===== src/hw/parity_buffer_pkg.sv =====
package parity_buffer_pkg;

   // *******************************************************
   // configuration input set, bit 0 is data input 1
   // *******************************************************
   localparam int         DATA_W        = 25;
   localparam logic [24:0] MASK_ONE_TO_ONE = 25'h1FFFFB6;
   localparam logic [24:0] MASK_REG_A      = 25'h0003FB6;
   localparam logic [24:0] MASK_REG_B      = 25'h0001BBF;

   // *******************************************************
   // timing counts and reset values
   // *******************************************************
   localparam logic [1:0] ERR_MIN_HOLD   = 2'h2;
   localparam logic       PPO_RESET      = 1'b0;
   localparam logic       ERR_N_RESET    = 1'b1;
   localparam logic       CTRL_RESET     = 1'b0;

   typedef struct packed {
      logic clk_enable;
      logic chip_select_n;
      logic termination;
   } ctrl_t;

   typedef struct packed {
      logic register_b_select;
      logic split_mode_select;
   } cfg_t;

endpackage


===== src/hw/registered_buffer_parity_check.sv =====
// Behaviour
// - parity input set chosen by the two configuration selects
// - parity bit compared one cycle late, or two with register-B select
// - error output stays low at least two clocks once asserted
// - consecutive errors keep error output low for the whole run
// - mismatch drives partial parity high and error low; match drives partial parity low and error high once the hold count expires
// - both chip selects high ignores that cycle's data; from the second consecutive such cycle the parity outputs hold
// - error two or more cycles before standby gives normal indication
// - error one cycle before standby stretches indication over standby
// - partial parity high on odd count of ones including parity bit
// - reset clears registers, outputs low, error output and its enable high
// - clock enable, chip select, termination always registered
`timescale 1ns/10ps
`default_nettype none

module registered_buffer_parity_check (
   input  wire logic                              i_sys_clk,
   input  wire logic                              i_nrst,
   input  wire parity_buffer_pkg::cfg_t           i_cfg,
   input  wire logic [24:0]                       i_data,
   input  wire logic                              i_parity_input_bit,
   input  wire logic                              i_chip_select_a_n,
   input  wire logic                              i_chip_select_b_n,
   input  wire logic                              i_clk_enable_in,
   input  wire logic                              i_termination_ctrl_in,
   output var  parity_buffer_pkg::ctrl_t          o_ctrl,
   output logic                                   o_partial_parity_out,
   output logic                                   o_parity_error_n,
   output logic                                   o_parity_error_oe_n
);
   import parity_buffer_pkg::*;

   // *******************************************************
   // state
   // *******************************************************
   logic        data_par;
   logic        data_par_d1;
   logic        data_par_d2;
   logic        par_q;
   logic        standby_q;
   logic [1:0]  err_cnt;
   ctrl_t       next_ctrl;
   logic        next_data_par;
   logic        next_data_par_d1;
   logic        next_data_par_d2;
   logic        next_par_q;
   logic        next_standby_q;
   logic [1:0]  next_err_cnt;
   logic        next_ppo;
   logic        next_err_n;
   logic [24:0] mask;
   logic        standby;
   logic        hold;
   logic        mismatch;

   // *******************************************************
   // combinational next values
   // *******************************************************
   always_comb begin
      unique case ({i_cfg.register_b_select, i_cfg.split_mode_select})
         2'b01:   mask = MASK_REG_A;
         2'b11:   mask = MASK_REG_B;
         default: mask = MASK_ONE_TO_ONE;
      endcase
      standby = i_chip_select_a_n & i_chip_select_b_n;
      hold    = standby & standby_q;

      next_ctrl.clk_enable    = i_clk_enable_in;
      next_ctrl.chip_select_n = i_chip_select_a_n;
      next_ctrl.termination   = i_termination_ctrl_in;

      // data of the standby cycle is dropped
      next_data_par    = standby ? data_par : ^(i_data & mask);
      next_data_par_d1 = data_par;
      next_data_par_d2 = data_par_d1;
      next_par_q       = i_parity_input_bit;
      next_standby_q   = standby;

      // align data parity to parity latency
      mismatch = (i_cfg.register_b_select ? data_par_d2 : data_par_d1)
                 ^ par_q;

      next_ppo     = o_partial_parity_out;
      next_err_n   = o_parity_error_n;
      next_err_cnt = err_cnt;
      if (!hold) begin
         next_ppo = mismatch;
         if (mismatch) begin
            next_err_n = 1'b0;
            next_err_cnt = o_parity_error_n ? (ERR_MIN_HOLD - 2'h1) : 2'h0;
         end else if (err_cnt != 2'h0) begin
            next_err_n   = 1'b0;
            next_err_cnt = err_cnt - 2'h1;
         end else begin
            next_err_n = 1'b1;
         end
      end
   end

   // *******************************************************
   // registers
   // *******************************************************
   // asynchronous clear
   always_ff @(posedge i_sys_clk or negedge i_nrst) begin
      if (!i_nrst) begin
         o_ctrl               <= '{CTRL_RESET, CTRL_RESET, CTRL_RESET};
         data_par             <= 1'b0;
         data_par_d1          <= 1'b0;
         data_par_d2          <= 1'b0;
         par_q                <= 1'b0;
         standby_q            <= 1'b0;
         err_cnt              <= 2'h0;
         o_partial_parity_out <= PPO_RESET;
         o_parity_error_n     <= ERR_N_RESET;
      end else begin
         o_ctrl               <= next_ctrl;
         data_par             <= next_data_par;
         data_par_d1          <= next_data_par_d1;
         data_par_d2          <= next_data_par_d2;
         par_q                <= next_par_q;
         standby_q            <= next_standby_q;
         err_cnt              <= next_err_cnt;
         o_partial_parity_out <= next_ppo;
         o_parity_error_n     <= next_err_n;
      end
   end

   // open-drain: enable low while pulling low
   assign o_parity_error_oe_n = o_parity_error_n;

   // *******************************************************
   // assertions
   // *******************************************************
   logic [24:0] chk_mask;
   always_comb begin
      chk_mask = MASK_ONE_TO_ONE;
      if (i_cfg.split_mode_select) begin
         chk_mask = i_cfg.register_b_select ? MASK_REG_B : MASK_REG_A;
      end
   end

   property p_err_min_two;
      @(posedge i_sys_clk) disable iff (!i_nrst)
      $fell(o_parity_error_n) |=> !o_parity_error_n;
   endproperty
   a_err_min_two: assert property (p_err_min_two)
      else $error("error output released after one clock");

   property p_err_rise_clean;
      @(posedge i_sys_clk) disable iff (!i_nrst)
      $rose(o_parity_error_n) |-> !o_partial_parity_out;
   endproperty
   a_err_rise_clean: assert property (p_err_rise_clean)
      else $error("error output released right after a mismatch");

   property p_err_run;
      @(posedge i_sys_clk) disable iff (!i_nrst)
      (mismatch && !hold) |=> (!o_parity_error_n && o_partial_parity_out);
   endproperty
   a_err_run: assert property (p_err_run)
      else $error("mismatch did not drive error low");

   property p_ppo_err;
      @(posedge i_sys_clk) disable iff (!i_nrst)
      o_partial_parity_out |-> !o_parity_error_n;
   endproperty
   a_ppo_err: assert property (p_ppo_err)
      else $error("partial parity high with error output high");

   property p_standby_hold;
      @(posedge i_sys_clk) disable iff (!i_nrst)
      (i_chip_select_a_n && i_chip_select_b_n)[*2] |=>
         ($stable(o_partial_parity_out) && $stable(o_parity_error_n));
   endproperty
   a_standby_hold: assert property (p_standby_hold)
      else $error("outputs changed during standby");

   property p_latency;
      @(posedge i_sys_clk) disable iff (!i_nrst)
      ($past(i_nrst, 5) && !$past(standby, 1) && !$past(standby, 2)
       && !$past(standby, 3) && !$past(standby, 4) && $stable(i_cfg)
       && !i_cfg.register_b_select)
      |-> o_partial_parity_out ==
          (^($past(i_data, 3) & $past(chk_mask, 3))
           ^ $past(i_parity_input_bit, 2));
   endproperty
   a_latency: assert property (p_latency)
      else $error("partial parity not aligned to parity bit");

   property p_ctrl_pass;
      @(posedge i_sys_clk) disable iff (!i_nrst)
      ##1 $past(i_nrst) |-> o_ctrl.clk_enable == $past(i_clk_enable_in)
          && o_ctrl.termination == $past(i_termination_ctrl_in)
          && o_ctrl.chip_select_n == $past(i_chip_select_a_n);
   endproperty
   a_ctrl_pass: assert property (p_ctrl_pass)
      else $error("control bits not registered");

   property p_reset_values;
      @(posedge i_sys_clk)
      !i_nrst |-> (!o_partial_parity_out && o_parity_error_n
                   && o_ctrl == '0);
   endproperty
   a_reset_values: assert property (p_reset_values)
      else $error("outputs not at reset values");

   c_single_error: cover property (@(posedge i_sys_clk)
      disable iff (!i_nrst) $fell(o_parity_error_n) ##2 o_parity_error_n);
   c_error_run: cover property (@(posedge i_sys_clk)
      disable iff (!i_nrst) !o_parity_error_n[*4]);
   c_standby_error: cover property (@(posedge i_sys_clk)
      disable iff (!i_nrst) !o_parity_error_n && hold);
   c_reg_b: cover property (@(posedge i_sys_clk)
      disable iff (!i_nrst) i_cfg.register_b_select && mismatch);

endmodule

`default_nettype wire


===== config.mk =====
export PLATFORM = sky130hd
export DESIGN_NAME = registered_buffer_parity_check
export DESIGN_NICKNAME = d
export VERILOG_FILES = /design/src/hw/parity_buffer_pkg.sv /design/src/hw/registered_buffer_parity_check.sv
export SDC_FILE = /design/constraint.sdc
export NUM_CORES = 1
export LEC_CHECK = 0
export ABC_AREA = 1
export BUFFER_PORTS_ARGS = -buffer_cell sky130_fd_sc_hd__buf_2
export CAP_MARGIN = 20
export CELL_PAD_IN_SITES_DETAIL_PLACEMENT = 0
export CELL_PAD_IN_SITES_GLOBAL_PLACEMENT = 1
export CORE_AREA = 2 2 56 58
export CTS_CLUSTER_DIAMETER = 100
export DETAILED_ROUTE_END_ITERATION = 10
export DIE_AREA = 0 0 58 60
export PLACE_DENSITY = 0.77
export SETUP_SLACK_MARGIN = 0.05
export SLEW_MARGIN = 0
export SYNTH_ARGS = -nofsm -noshare
export SYNTH_HDL_FRONTEND = slang
export SYNTH_SLANG_ARGS = --single-unit
export TNS_END_PERCENT = 1

===== constraint.sdc =====
create_clock -name i_sys_clk -period 3 [get_ports i_sys_clk]
set_input_delay 0.3 -clock i_sys_clk [delete_from_list [all_inputs] [get_ports i_sys_clk]]
set_output_delay 0.3 -clock i_sys_clk [all_outputs]
set_load 0.02 [all_outputs]

==> run summary <==
At the worst endpoint, the required time is 3.16 ns. The average routed wire per standard cell is 8.04 µm. The number of warnings reported in the yosys synthesis log is 0. The boundary pin count is 40. The growth of design area from synthesis to finish came out at 28.8%.

The fraction of the cycle the final worst path needs is 0.428. The startpoint identified for the worst hold timing path is i_termination_ctrl_in. Buffers added to address setup during post-CTS repair amount to 0. The time the worst path needs with I/O delays and setup is between 1 and 1.5 ns. The post-route setup TNS came out at 0 ns.

Entering global routing, the biggest net connects 13 pins. The number of failing hold endpoints at the final stage came to 0. The top fanout value on the critical path came out at 4. The slew at the pin with the worst max-slew slack is 0.273 ns.

After floorplanning, the core was divided into 20 placement rows. The deepest level of the CTS H-tree is 1. CTS placed an instance of clkbuf_4 at the clock tree root.

The fraction of power spent switching nets is 0.376. The fraction of the yosys area taken by sequential cells came out at 0.334. After synthesis the netlist holds a flip-flop and latch count of 12. The post-route DRC violation count came out at 0. In this run the critical register-to-register path is captured at err_cnt[0]. Synthesis produced a netlist with a net count of 179. In this run the critical register-to-register path is launched from data_par_d1. The clock network fraction of design power is 0.180. The first global-routing pass estimated 2930 µm of wire. The number of buffers added on ports is 38.

The average instance area after synthesis is about 6.3 µm². The half-perimeter wire length of the detailed placement result came out at 1510 µm. The number of filler cells placed in the layout is 311. The buffer levels on the longest clock path is 2. The design internal power is ~0.00035 W. The share of total power dissipated in sequential elements is 0.386. The cell area after layout is 1160 µm². The worst clock skew on the final layout came out at 0.00139 ns. The number of nets with antenna violations after routing came out at 0. The number of antenna repair diodes is 0. The library cells used most frequently in the layout, excluding fill and tap cells, are nand2_1, buf_2, inv_1, nand3_1, dfrtp_1. After synthesis, the netlist uses 21 different library cells. The final count of negative-setup-slack endpoints is 0. The worst-case IR drop observed on VDD is 360 µV.

The number of design-rule violations left by the first detailed-router iteration is 51. The worst-case register-to-register setup slack came out at ~1.7 ns. The flow ran to the end, and the final reports show no timing, DRC or antenna violations. The number of clock buffers inserted by TritonCTS is 3.

For the worst flop-to-flop path, the logic depth is 6. The startpoint class of the critical path is a flip-flop. The total wirelength of the detailed-routed design came out at 1760 µm. For this design the ratio of total power to cell area is 486 nW/µm².

In the global route stage, overall resource usage came out at 0.108. For hold timing, the worst endpoint is o_ctrl[0]. The insertion delay of the later-clocked pin in the worst-skew pair came out at 0.27 ns. Before antenna repair, the detailed router went through 4 iterations. The via count of the first global-routing pass was 806. The CTS tree is built.

The highest achievable clock rate is 779 MHz. Along the worst hold path, the cell count comes to 1. The number of nets in the finished design is 222. The die is approximately 60 µm tall.

Setup repair after global routing left no endpoint under its margin. The routed via count is 935. In this run the static leakage power is approximately 0.73 nW.

Summing all multi-input logic gate instances after layout gives 495 µm². The number of standard cells after synthesis came out at 144. From left edge to right edge, the die measures roughly 58 µm. The core footprint came out at slightly below 3000 µm².

The power spent charging and discharging nets is ~0.00021 W. The startpoint-to-endpoint class of the critical path is flip-flop to flip-flop. The relative slew slack is 0.817. The share of total power dissipated in combinational logic is 0.434. The count of pins over their slew limit is 0.

The routability-driven placement congestion ratio is about 0.76. The register cell area after layout is about 300 µm². Using the TritonRoute via totals, the vias-per-cell ratio works out to approximately 4.3. The share of cells above drive strength 1 came out at 0.285.

The cell area after synthesis came out at 902 µm². CTS saw 12 sinks. The reported max-cap violation count is 0. The overall die area came out at 3480 µm². After clock tree synthesis, the clock-pin slew on the worst setup and hold paths is 0.07 ns. The number of antenna violations at the first check in global routing is 0. Leaving out fill and tap cells, the most frequent cell in the layout is nand2_1. The starting density of the core came out at 0.311. STA classifies the critical path endpoint as a flip-flop. The min-delay analysis places its worst path in the category input pin to flip-flop. The data arrival time at the worst-slack endpoint is approximately 1.4 ns.

The post-detailed-placement cell area came out at 1130 µm². The remaining global-route overflow is 0.
==> registers in the layout (all words and copies together) (netlist names) <==
signal and cells:
o_partial_parity_out 1, o_ctrl 3, o_parity_error_n 1, err_cnt 2
data_par_d1 1, standby_q 1, data_par_d2 1, data_par 1
par_q 1
==> routing by layer <==
metal  wire (µm)  part of all wire  GRT usage  vias up
li1            -                 -          -      522
met1         786              0.45      0.132      386
met2         833              0.47      0.187       25
met3         118             0.067     0.0130        2
met4          21             0.012     0.0598        0
met5           0                 0          0        -
==> worst max-delay path by stage <==
stage | start | cells after the start | to | slack (ns)
after floorplan | i_data[16] | 11 | data_par | 1.76
after global placement | i_cfg[1] | 7 | err_cnt[0] | 1.55
after detailed placement | i_cfg[1] | 7 | err_cnt[0] | 1.54
after CTS | data_par_d1 | 6 | err_cnt[0] | 1.68
after global routing | data_par_d1 | 6 | err_cnt[0] | 1.55
final | data_par_d1 | 6 | err_cnt[0] | 1.72
==> power groups by stage <==
stage	Clock (W)	Combinational [W]	Sequential (W)
6_report	0.000102	0.000245	0.000218
5_1_grt	0.000112	0.000284	0.000222
4_1_cts	0.000108	0.000249	0.000219
3_5_place_dp	0	0.000247	0.000222
3_3_place_gp	0	0.000239	0.000220
2_1_floorplan	0	0.000163	0.000238
==> Yosys cell counts (all sizes together) <==
cell	n	share of area
xnor2	2	0.019
clkinv	1	0.0042
xor2	2	0.019
inv	25	0.10
ha	1	0.014
nand3b	1	0.0083
mux2i	1	0.011
nand2	62	0.28
or2	3	0.021
nand3	22	0.12
nand4	1	0.0069
nor2	6	0.025
o21ai	3	0.017
a21oi	1	0.0055
dfrtp	11	0.31
buf	1	0.0083
dfstp	1	0.029
==> stage by stage <==
stage                     hold slack, ns  utilization  setup WS (ns)  instances  power (W)
after floorplan                  0.00441            -           1.76        144   0.000401
final                              0.133        0.400           1.72        219   0.000565
after CTS                          0.119        0.400           1.68        219   0.000576
after global placement             0.182        0.388           1.55        214   0.000459
after detailed placement           0.190        0.388           1.54        214   0.000469
after global routing               0.119        0.400           1.55        219   0.000617
==> layout make-up <==
| type | count | area share |
|---|---|---|
| Inverter | 26 | 0.0840 |
| Sequential cell | 12 | 0.259 |
| Clock buffer | 4 | 0.0226 |
| Multi-Input combinational cell | 105 | 0.426 |
| Timing Repair Buffer | 39 | 0.172 |
| Tap cell | 33 | 0.0355 |
==> worst max-delay path, cell delays in order (launching register included) <==
cell and delay (ns):
dfrtp_1 0.38, mux2i_1 0.15, xor2_1 0.28, or2_1 0.18
nand2_2 0.07, nand2_1 0.06, o21ai_1 0.05
==> what timing repair did <==
action,CTS,global route
resized for setup,0,0
endpoints found under the hold margin,11,0
hold buffers,1,0
==> cells by family after synthesis <==
kind of cell    synth area share
flops                      0.334
compound gates            0.0222
mux                       0.0111
fa+ha+maj                 0.0139
xor+xnor                  0.0388
buf+inv                    0.117
simple gates               0.463
(Power assumes the default switching activity.)
